==> src/rtl/bcpm_regs.svh <==
// register offsets, field positions and timing counts of the charge monitor
// assumes a 200 MHz system clock and a byte-wide register port
//
// Behaviour
// sleep only once activity below threshold
// host saves registers to flash first
// periodic brief wake updates self-discharge count
// any host line edge ends sleep
// 3-bit threshold code, zero disables
// counters active per power state
// discharge count advances on negative sense
// charge count advances on positive sense
// self-discharge hourly, temperature scaled
// discharge time rate, slow when flagged
// charge time rate, slow when flagged
// hibernate while supply below threshold
// sense offset cancelled continuously
// host writes one to clear counter
// clear bit returns to zero itself
// time clear drops both slow flags
// die temperature readable as byte pair
// battery voltage 11-bit unsigned result
// voltage bits split across 0x72, 0x71
// voltage offset sign-magnitude in high bits
// gain correction byte at 0x79
// host applies gain and offset correction
// time counter wrap sets flag, slows
// offset magnitude step is 8 mV
`ifndef BCPM_REGS_SVH
`define BCPM_REGS_SVH
`define ADDR_TEMP_LOW     7'h60
`define ADDR_TEMP_HIGH    7'h61
`define ADDR_CLEAR        7'h63
`define ADDR_MODE         7'h64
`define ADDR_COUNT_BASE   7'h65
`define ADDR_COUNT_TOP    7'h6e
`define ADDR_VOLT_LOW     7'h71
`define ADDR_VOLT_HIGH    7'h72
`define ADDR_GAIN_TRIM    7'h79
`define MODE_WAKE_LSB     1
`define MODE_SLOW_DIS     4
`define MODE_SLOW_CHG     5
`define CLR_DIS_TIME      3
`define CLR_CHG_TIME      4
`define OFFSET_STEP_MV    8
`define CLK_PERIOD_NS     5
`define TIME_TICK_NS      878_900_000
`define SLOW_DIVIDE       8'hff
`define SELF_HOUR_TICKS   16'h8000
`define AZ_PERIOD         10'h3ff
`define AZ_LENGTH         10'h040
`endif

==> src/rtl/bcpm_pkg.sv <==
// types shared by the charge monitor core
// assumes nothing of its surroundings
package bcpm_pkg;
    typedef enum logic [2:0] {
        ST_NORMAL     = 3'b000,
        ST_SLEEP_PEND = 3'b001,
        ST_SLEEP      = 3'b010,
        ST_SELF_WAKE  = 3'b011,
        ST_HIBERNATE  = 3'b100
    } bcpm_state_type;
    typedef logic [15:0] bcpm_count_type;
endpackage

==> src/rtl/bcpm_core.sv <==
// charge monitor core: counters, power states, result formatting
// assumes a serial engine on clk_sys presents byte register accesses
// and a sleep command pulse; pins and converter pulses are asynchronous
`timescale 1ns/1ps
`include "bcpm_regs.svh"

module bcpm_core #(
    parameter int TICK_CYCLES = `TIME_TICK_NS / `CLK_PERIOD_NS,
    parameter logic [7:0] GAIN_TRIM = 8'h00  // arbitrary factory value
) (
    input  wire logic        clk_sys,        // 200 MHz system clock
    input  wire logic        reset_n,        // synchronous reset
    input  wire logic [6:0]  regAddr,        // register byte address
    input  wire logic        regWrite,       // write strobe
    input  wire logic        regRead,        // read strobe
    input  wire logic [7:0]  regWrData,      // write byte
    output logic      [7:0]  regRdData,      // read byte, next cycle
    input  wire logic        sleepCmd,       // sleep command pulse
    input  wire logic        hostLine,       // single-wire line level
    input  wire logic        porLow,         // supply below threshold
    input  wire logic        vfcPulse,       // converter count pulse
    input  wire logic        senseNeg,       // sense polarity negative
    input  wire logic [12:0] senseMagUv,     // sense magnitude, uV
    input  wire logic [10:0] dieTempK,       // die temperature, kelvin
    input  wire logic [10:0] batResult,      // battery voltage code
    input  wire logic [4:0]  batOffset,      // sign and magnitude
    output logic             clockRun,       // internal clock enabled
    output logic             autoZero,       // shorts sense for offset
    output logic             selfWake,       // brief sleep wake
    output logic [2:0]       powerState      // current power state
);

    // ********************
    // input synchronisers
    // ********************
    logic lineMeta, lineSync, lineLast;
    logic porMeta, porSync;
    logic vfcMeta, vfcSync, vfcLast;
    logic negMeta, negSync;

    always_ff @(posedge clk_sys) begin
        if (!reset_n) begin
            lineMeta <= 1'b1;  // line idles high: no false edge
            lineSync <= 1'b1;
            lineLast <= 1'b1;
            porMeta  <= 1'b0;
            porSync  <= 1'b0;
            vfcMeta  <= 1'b0;
            vfcSync  <= 1'b0;
            vfcLast  <= 1'b0;
            negMeta  <= 1'b0;
            negSync  <= 1'b0;
        end else begin
            lineMeta <= hostLine;
            lineSync <= lineMeta;
            lineLast <= lineSync;
            porMeta  <= porLow;
            porSync  <= porMeta;
            vfcMeta  <= vfcPulse;
            vfcSync  <= vfcMeta;
            vfcLast  <= vfcSync;
            negMeta  <= senseNeg;
            negSync  <= negMeta;
        end
    end

    logic lineEdge, vfcEdge;
    assign lineEdge = lineSync ^ lineLast;
    assign vfcEdge  = vfcSync & ~vfcLast;

    // ********************
    // power state machine
    // ********************
    bcpm_pkg::bcpm_state_type state, next_state;
    logic [2:0]  wakeSel;
    logic        fastTick;
    logic        belowWake;

    // threshold in microvolts for each wake select code
    function automatic logic [12:0] wakeLimit(input logic [2:0] code);
        case (code)
            3'h1:    wakeLimit = 13'h0dbc;
            3'h2:    wakeLimit = 13'h06de;
            3'h3:    wakeLimit = 13'h0494;
            3'h4:    wakeLimit = 13'h036f;
            3'h5:    wakeLimit = 13'h02bf;
            3'h6:    wakeLimit = 13'h024a;
            3'h7:    wakeLimit = 13'h01f6;
            default: wakeLimit = 13'h0000;
        endcase
    endfunction

    // code zero turns the gate off, so sleep follows the command at once
    assign belowWake = (wakeSel == 3'h0) ||
                       (senseMagUv < wakeLimit(wakeSel));

    always_comb begin
        next_state = state;
        case (state)
            bcpm_pkg::ST_NORMAL: begin
                if (sleepCmd)
                    next_state = bcpm_pkg::ST_SLEEP_PEND;
            end
            bcpm_pkg::ST_SLEEP_PEND: begin
                if (lineEdge)
                    next_state = bcpm_pkg::ST_NORMAL;
                else if (belowWake)
                    next_state = bcpm_pkg::ST_SLEEP;
            end
            bcpm_pkg::ST_SLEEP: begin
                if (lineEdge)
                    next_state = bcpm_pkg::ST_NORMAL;
                else if (fastTick)
                    next_state = bcpm_pkg::ST_SELF_WAKE;
            end
            bcpm_pkg::ST_SELF_WAKE: begin
                if (lineEdge)
                    next_state = bcpm_pkg::ST_NORMAL;
                else
                    next_state = bcpm_pkg::ST_SLEEP;
            end
            bcpm_pkg::ST_HIBERNATE: begin
                if (!porSync)
                    next_state = bcpm_pkg::ST_NORMAL;
            end
            default: next_state = bcpm_pkg::ST_NORMAL;
        endcase
        // supply loss overrides every other state
        if (porSync)
            next_state = bcpm_pkg::ST_HIBERNATE;
    end

    always_ff @(posedge clk_sys) begin
        if (!reset_n) begin
            state      <= bcpm_pkg::ST_NORMAL;
            clockRun   <= 1'b1;
            selfWake   <= 1'b0;
            powerState <= 3'h0;
        end else begin
            state      <= next_state;
            clockRun   <= (next_state == bcpm_pkg::ST_NORMAL) ||
                          (next_state == bcpm_pkg::ST_SLEEP_PEND);
            selfWake   <= (next_state == bcpm_pkg::ST_SELF_WAKE);
            powerState <= next_state;
        end
    end

    logic runAll, runSelf;
    // acquisition continues while a sleep request waits for quiet
    assign runAll  = (state == bcpm_pkg::ST_NORMAL) ||
                     (state == bcpm_pkg::ST_SLEEP_PEND);
    assign runSelf = runAll || (state == bcpm_pkg::ST_SELF_WAKE);

    // ********************
    // timebase
    // ********************
    logic [27:0] tickDiv;

    // the low-power oscillator keeps running except in hibernate
    always_ff @(posedge clk_sys) begin
        if (!reset_n) begin
            tickDiv  <= 28'h0;
            fastTick <= 1'b0;
        end else if (state == bcpm_pkg::ST_HIBERNATE) begin
            fastTick <= 1'b0;
        end else if (tickDiv == 28'(TICK_CYCLES - 1)) begin
            tickDiv  <= 28'h0;
            fastTick <= 1'b1;
        end else begin
            tickDiv  <= tickDiv + 28'h1;
            fastTick <= 1'b0;
        end
    end

    // pending self-discharge ticks, consumed at the next brief wake
    logic [7:0] selfTicks;
    always_ff @(posedge clk_sys) begin
        if (!reset_n)
            selfTicks <= 8'h0;
        else if (runSelf)
            selfTicks <= 8'(fastTick);
        else if (fastTick && selfTicks != 8'hff)
            selfTicks <= selfTicks + 8'h1;
    end

    // ********************
    // offset cancellation
    // ********************
    logic [9:0]  azDiv;
    logic signed [11:0] offsetDebt;
    logic        countPulse;

    always_ff @(posedge clk_sys) begin
        if (!reset_n) begin
            azDiv    <= 10'h0;
            autoZero <= 1'b0;
        end else begin
            azDiv    <= (azDiv == `AZ_PERIOD) ? 10'h0 : azDiv + 10'h1;
            autoZero <= runAll && (azDiv < `AZ_LENGTH);
        end
    end

    // pulses seen with the input shorted are offset; matching pulses
    // during measurement repay that debt instead of counting
    always_ff @(posedge clk_sys) begin
        if (!reset_n) begin
            offsetDebt <= 12'sh0;
        end else if (vfcEdge && autoZero) begin
            if (negSync && offsetDebt != -12'sh7ff)
                offsetDebt <= offsetDebt - 12'sh1;
            else if (!negSync && offsetDebt != 12'sh7ff)
                offsetDebt <= offsetDebt + 12'sh1;
        end else if (countPulse == 1'b0 && vfcEdge && runAll) begin
            if (negSync)
                offsetDebt <= offsetDebt + 12'sh1;
            else
                offsetDebt <= offsetDebt - 12'sh1;
        end
    end

    always_comb begin
        countPulse = vfcEdge && runAll && !autoZero;
        if (negSync && offsetDebt < 12'sh0)
            countPulse = 1'b0;
        if (!negSync && offsetDebt > 12'sh0)
            countPulse = 1'b0;
    end

    // ********************
    // self-discharge rate
    // ********************
    // weight in eighths of the nominal rate, doubling per 10 degrees
    function automatic logic [6:0] selfWeight(input logic [10:0] tk);
        if (tk < 11'h116)
            selfWeight = 7'h01;
        else if (tk < 11'h120)
            selfWeight = 7'h02;
        else if (tk < 11'h12a)
            selfWeight = 7'h04;
        else if (tk < 11'h134)
            selfWeight = 7'h08;
        else if (tk < 11'h13e)
            selfWeight = 7'h10;
        else if (tk < 11'h148)
            selfWeight = 7'h20;
        else
            selfWeight = 7'h40;
    endfunction

    logic [15:0] selfAcc;
    logic        selfInc;
    always_ff @(posedge clk_sys) begin
        if (!reset_n) begin
            selfAcc <= 16'h0;
            selfInc <= 1'b0;
        end else if (runSelf && selfTicks != 8'h0) begin
            // one hour of nominal ticks at the nominal weight
            if ({1'b0, selfAcc} + {10'h0, selfWeight(dieTempK)}
                    >= {1'b0, `SELF_HOUR_TICKS}) begin
                selfAcc <= selfAcc + {9'h0, selfWeight(dieTempK)}
                           - `SELF_HOUR_TICKS;
                selfInc <= 1'b1;
            end else begin
                selfAcc <= selfAcc + {9'h0, selfWeight(dieTempK)};
                selfInc <= 1'b0;
            end
        end else begin
            selfInc <= 1'b0;
        end
    end

    // ********************
    // counter clear control and mode bits
    // ********************
    logic [4:0] clrPend;
    logic [1:0] slowFlag;     // 0 discharge time, 1 charge time
    logic [1:0] wrapHit;
    logic       timeClear;
    logic       wrClear, wrMode;

    assign wrClear   = regWrite && regAddr == `ADDR_CLEAR;
    assign wrMode    = regWrite && regAddr == `ADDR_MODE;
    assign timeClear = clrPend[`CLR_DIS_TIME] | clrPend[`CLR_CHG_TIME];

    // a pending bit clears its counter this cycle and drops itself;
    // a fresh write in the same cycle wins over that drop
    always_ff @(posedge clk_sys) begin
        if (!reset_n)
            clrPend <= 5'h0;
        else if (wrClear)
            clrPend <= regWrData[4:0];
        else
            clrPend <= 5'h0;
    end

    always_ff @(posedge clk_sys) begin
        if (!reset_n)
            wakeSel <= 3'h0;
        else if (wrMode)
            wakeSel <= regWrData[`MODE_WAKE_LSB +: 3];
    end

    // a wrap in the clearing cycle still leaves its flag set
    always_ff @(posedge clk_sys) begin
        if (!reset_n)
            slowFlag <= 2'h0;
        else
            slowFlag <= (timeClear ? 2'h0 : slowFlag) | wrapHit;
    end

    // ********************
    // counters: 0 discharge, 1 charge, 2 self, 3 dis time, 4 chg time
    // ********************
    bcpm_pkg::bcpm_count_type count [5];
    logic [4:0] countInc;
    logic [7:0] slowDiv [2];
    logic [1:0] timeStep;
    logic       active;

    assign active = senseMagUv != 13'h0;

    always_comb begin
        countInc[0] = countPulse && negSync;
        countInc[1] = countPulse && !negSync;
        countInc[2] = selfInc;
        countInc[3] = timeStep[0];
        countInc[4] = timeStep[1];
    end

    genvar gi;
    generate
        for (gi = 0; gi < 2; gi++) begin : g_time
            logic dirOn;
            // time counters only run while their direction is active
            assign dirOn = runAll && active &&
                           (gi == 0 ? negSync : !negSync);
            assign timeStep[gi] = dirOn && fastTick &&
                (!slowFlag[gi] || slowDiv[gi] == `SLOW_DIVIDE);
            assign wrapHit[gi] = timeStep[gi] &&
                                 !clrPend[gi + 3] &&
                                 count[gi + 3] == 16'hffff;
            always_ff @(posedge clk_sys) begin
                if (!reset_n || timeClear)
                    slowDiv[gi] <= 8'h0;
                else if (dirOn && fastTick && slowFlag[gi])
                    slowDiv[gi] <= slowDiv[gi] + 8'h1;
            end
        end

        for (gi = 0; gi < 5; gi++) begin : g_count
            always_ff @(posedge clk_sys) begin
                if (!reset_n)
                    count[gi] <= 16'h0;
                else if (clrPend[gi])
                    count[gi] <= 16'h0;
                else if (countInc[gi])
                    count[gi] <= count[gi] + 16'h1;
            end
        end
    endgenerate

    // ********************
    // register read path
    // ********************
    function automatic logic [7:0] readByte(input logic [6:0] addr);
        logic [6:0] rel;
        logic [2:0] idx;
        rel = addr - `ADDR_COUNT_BASE;
        idx = 3'(3'h4 - 3'(rel[6:1]));
        readByte = 8'h0;
        if (addr >= `ADDR_COUNT_BASE && addr <= `ADDR_COUNT_TOP) begin
            readByte = rel[0] ? count[idx][15:8] : count[idx][7:0];
        end else begin
            case (addr)
                `ADDR_TEMP_LOW:  readByte = dieTempK[7:0];
                `ADDR_TEMP_HIGH: readByte = {5'h0, dieTempK[10:8]};
                `ADDR_CLEAR:     readByte = {3'h0, clrPend};
                `ADDR_MODE: begin
                    readByte[`MODE_SLOW_CHG] = slowFlag[1];
                    readByte[`MODE_SLOW_DIS] = slowFlag[0];
                    readByte[`MODE_WAKE_LSB +: 3] = wakeSel;
                end
                `ADDR_VOLT_LOW:  readByte = batResult[7:0];
                // offset magnitude counts in OFFSET_STEP_MV steps
                `ADDR_VOLT_HIGH: readByte = {batOffset,
                                    batResult[10:8]};
                `ADDR_GAIN_TRIM: readByte = GAIN_TRIM;
                default:         readByte = 8'h0;
            endcase
        end
    endfunction

    // raw results only; correction is left to the host
    always_ff @(posedge clk_sys) begin
        if (!reset_n)
            regRdData <= 8'h0;
        else if (regRead)
            regRdData <= readByte(regAddr);
    end

endmodule

==> config.mk <==
export PLATFORM = sky130hd
export DESIGN_NAME = bcpm_core
export DESIGN_NICKNAME = d
export VERILOG_FILES = /design/src/rtl/bcpm_pkg.sv /design/src/rtl/bcpm_core.sv
export VERILOG_INCLUDE_DIRS = /design/src /design/src/rtl
export SDC_FILE = /design/constraint.sdc
export NUM_CORES = 1
export LEC_CHECK = 0
export BUFFER_PORTS_ARGS = -buffer_cell sky130_fd_sc_hd__buf_4
export CAP_MARGIN = 40
export CORE_MARGIN = 2
export CORE_UTILIZATION = 40
export DETAILED_ROUTE_END_ITERATION = 8
export GPL_TIMING_DRIVEN = 1
export HOLD_SLACK_MARGIN = 0.05
export SYNTH_ARGS = -nofsm -noshare
export SYNTH_HDL_FRONTEND = slang
export SYNTH_SLANG_ARGS = --single-unit
==> constraint.sdc <==
create_clock -name clk_sys -period 4.11 [get_ports clk_sys]
set_input_delay 0.411 -clock clk_sys [delete_from_list [all_inputs] [get_ports clk_sys]]
set_output_delay 0.411 -clock clk_sys [all_outputs]
set_load 0.05 [all_outputs]
==> flow_summary.ini <==
[clocking]
post_cts_resized = 0
cts_tree = built
clock_path_buffers = 3
worst_skew_pair.late_latency_ns = 0.52
ctsHoldBuffers = 0
number_of_buffers_added_for_setup_after_cts = 0
cts.root.buffer_cell = clkbuf_16
clkTransAtPathRegs_ns = 0.06
cts.htree.levels = 1
clock_sinks = 206
cts_buffers = 24

[timing]
min_period_ns = 3.06
timing.setup.tns_ns = 0
drv_slew = 0
fin_ws_ns = 1.05
slew_headroom_pct = 37.0
skew_ns = 0.00899
hold_viol_final = 0
rsz_0062_raised_after_global_routing = no
final-setup-viol-count = 0
timing.final.crit_share_pct = 74.4
fmax_mhz = 327
worstMarginPinSlew_ns = 0.938

[outcome]
outcome = complete, no violations

[placement]
finalWeightedCongestion = 0.857
buffer_ports.inserted = 74
worst_slack_after_detailed_placement_ns = 0.816
dp_hpwl_um = 19100

[critical_path]
critical_path_data_required_time_ns = 4.31
startpoint = offsetDebt[2]$_SDFFE_PN0P_
ff2ff_path_depth = 6
worst_path_dominant_cell_family = simple AND/OR/NAND/NOR gates
critical_path.reg2reg.startpoint = offsetDebt[2]$_SDFFE_PN0P_
crit_chain = or4_1, nor4_4, nor2_1, or4b_1, nand2b_1, buf_4
worst-r2r-setup-slack_ns = 1.05
crit_type = register to register
critPathLaunchType = register
critPathSlowestCell = or4b_1
worstPathMaxFanout = 17
crit_path_end_kind = register
rr_endpoint = count[1][3]$_SDFFCE_PN0P_
critical_path.n_buffers_inverters = 1
timing.critical_path.arrival_ns = 3.26
worstSetupEndpoint = count[1][3]$_SDFFCE_PN0P_
slowest_stage_delay_cp_ns = 0.84
critical_path_depth = 6

[synth]
synth_area_leader_cell = edfxtp_1
ys_types = 64
ys_seq_area_share_pct = 44.1
synth_top_family_by_area = simple AND/OR/NAND/NOR gates
synth_top_area_share_pct = 25.0
predominant_post_synthesis_flop_cell = dfxtp_1
syn_avg_cell_area_um2 = 9.51
ys.warnings.count = 0
area_fraction_in_and_or_nand_and_nor_cells_after_synthesis_pct = 24.5
synth.area.mux_share_pct = 7.37
synth.cell_area_um2 = 11500
synth_enable_flop_cells = 96
synth.ff_latch_count = 206
post_synth_xor_area_fraction_pct = 10.2
post_synth_fa_ha_maj_area_fraction_pct = 4.41
synth-compound-area-share_pct = 6.45
synthArstFlopShare_pct = 0
yosys-top-cells-area = edfxtp_1, dfxtp_1, nor2_1
synth.net_count = 1316
postSynthCellCount = 1212

[routing]
routed-wl-met3_um = 1420
postRouteAntennaNets = 0
first_pass_iters = 5
drt_wl_total_um = 26400
wl_met1_um = 12600
routed-via-count = 8820
route.detailed.drc = 0
first_iter_violations = 605
wl_per_cell_um = 15.7
dr_top_layer = met4
vias_per_cell = 5.26
route.met2.wl_um = 11900

[floorplan]
floorplan.initialDensity_pct = 40.4
io-pin-count = 78
dieHeight_um = 174
num_rows = 62
design.die.area_um2 = 30200
std_cell_core_area_um2 = 28500
die_w_um = 174

[global_route]
via_count_of_the_first_global_routing_pass = 8462
grtUsageTotal_pct = 17.3
grt_first_pass_wirelength_um = 43400
pin_count_of_the_biggest_net_entering_global_routing = 50
globalRouteOverflowTotal = 0
antenna_found_initial = 0

[pwr]
p_total_mw = 4.87
share_seq_of_total_power_pct = 47.3
p_leak_nw = 4.82
power_per_cell_area_nw_per_um2 = 369
power.switching_mw = 1.18
power.share.clock_pct = 41.7
comb_power_share_pct = 11.0
ir_worst_vdd_v = 0.000259
swShare_pct = 24.1
p_int_mw = 3.69

[cells_and_area]
insertedDiodeCount = 0
area_growth_pct = 14.5
finalNetCount = 1381
layout-drive-gt1-share_pct = 12.9
fillCellCount = 2721

[worst_hold_path]
holdCritPathClass = primary input to register

[flow_run]
maximum_capacitance_violations = 0
[cell type report]
type / count / area, µm² / share of cell area [%]
timing repair buffer: 87 / 648 / 4.91
multi-input combinational: 925 / 6110 / 46.3
sequential: 206 / 5080 / 38.5
inverter: 33 / 124 / 0.938
tap: 384 / 480 / 3.64
clock buffer: 41 / 746 / 5.65
clock inverter: 2 / 10.0 / 0.0758
[worst min-delay path by stage]
| stage | endpoint | slack, ns | start | depth (start not counted) |
|---|---|---|---|---|
| after floorplan | lineSync$_SDFF_PN1_ | 0.39 | lineMeta$_SDFF_PN1_ | 1 |
| after global placement | lineSync$_SDFF_PN1_ | 0.39 | lineMeta$_SDFF_PN1_ | 1 |
| after detailed placement | lineSync$_SDFF_PN1_ | 0.40 | lineMeta$_SDFF_PN1_ | 1 |
| after CTS | lineMeta$_SDFF_PN1_ | 0.06 | hostLine | 2 |
| after global routing | lineMeta$_SDFF_PN1_ | 0.08 | hostLine | 2 |
| final | lineMeta$_SDFF_PN1_ | 0.08 | hostLine | 2 |
[per-layer routing]
layer | track usage, % | up-vias
li1 | - | 4412
met1 | 24.4 | 4159
met2 | 28.1 | 223
met3 | 2.41 | 26
met4 | 4.27 | 0
met5 | 0 | -
[cell families (layout without fill, tap and decap cells)]
family,after synthesis,count (layout)
adder cells (fa/ha/maj),40,40
AND/OR/NAND/NOR,580,580
multiplexers,56,56
AO/OA/AOI/OAI,115,115
XOR/XNOR,134,134
buffers and inverters,81,163
flip-flops,206,206
[cell usage in the layout, fill, tap and decap left out, drive strengths merged, types with 4 or more instances in the layout]
| cell | n |
|---|---|
| or3 | 14 |
| nor4b | 4 |
| nor2 | 218 |
| dfxtp | 110 |
| and3 | 30 |
| nor2b | 11 |
| nand2 | 86 |
| a21oi | 30 |
| ha | 39 |
| mux2i | 23 |
| edfxtp | 96 |
| a21o | 8 |
| and4 | 5 |
| mux2 | 11 |
| nand2b | 18 |
| nor4 | 14 |
| clkbuf | 41 |
| xor2 | 82 |
| mux4 | 22 |
| a211oi | 8 |
| and2 | 16 |
| or2 | 7 |
| nand4 | 28 |
| inv | 32 |
| nor3 | 24 |
| buf | 87 |
| nand3 | 86 |
| xnor2 | 52 |
| o21ai | 33 |
| nand3b | 6 |
[stage by stage]
stage / instance area [µm²] / utilization (%) / hold WS, ns / instances
6_report: 13200 / 46.2 / 0.0791 / 1678
5_1_grt: 13200 / 46.2 / 0.0821 / 1678
4_1_cts: 13200 / 46.2 / 0.0614 / 1678
3_5_place_dp: 12400 / 43.6 / 0.396 / 1635
3_3_place_gp: 12400 / 43.6 / 0.394 / 1633
2_1_floorplan: 11500 / - / 0.386 / 1212
[cell usage after synthesis, types with 5 or more instances]
master and number:
nand2b_1 18, a211oi_1 8, mux4_2 22, nand3_1 86
nand2_1 86, ha_1 39, mux2_2 11, nor4_1 12
nand3b_1 6, or2_2 7, a21o_1 8, and3_1 30
xnor2_1 52, mux2i_1 23, edfxtp_1 96, nor2b_1 11
or3_1 14, o21ai_0 31, xor2_1 82, and2_1 16
nand4_1 28, and4_1 5, dfxtp_1 110, inv_1 32
a21oi_1 30, nor2_1 217, clkbuf_1 39, nor3_1 24
[registers in the layout, indices dropped and copies added (netlist names), 2 cells and up]
| name | cells |
|---|---|
| count | 80 |
| tickDiv | 28 |
| selfAcc | 16 |
| slowDiv | 16 |
| offsetDebt | 12 |
| azDiv | 10 |
| regRdData | 8 |
| selfTicks | 8 |
| clrPend | 5 |
| state | 3 |
| wakeSel | 3 |
| slowFlag | 2 |
[power by group through the flow]
stage | clock network (mW) | registers, mW | logic (mW)
after floorplan | 0 | 2.34 | 0.370
after global placement | 0 | 2.34 | 0.527
after detailed placement | 0 | 2.34 | 0.534
after CTS | 2.09 | 2.30 | 0.537
after global routing | 2.17 | 2.31 | 0.587
final | 2.03 | 2.30 | 0.535
[worst register-to-register path, stage by stage, from the launching register on]
cell and delay, ns:
dfxtp_1 0.37, or4_1 0.75, nor4_4 0.29, nor2_1 0.06
or4b_1 0.84, nand2b_1 0.18, buf_4 0.26
(Power assumes the default switching activity.)
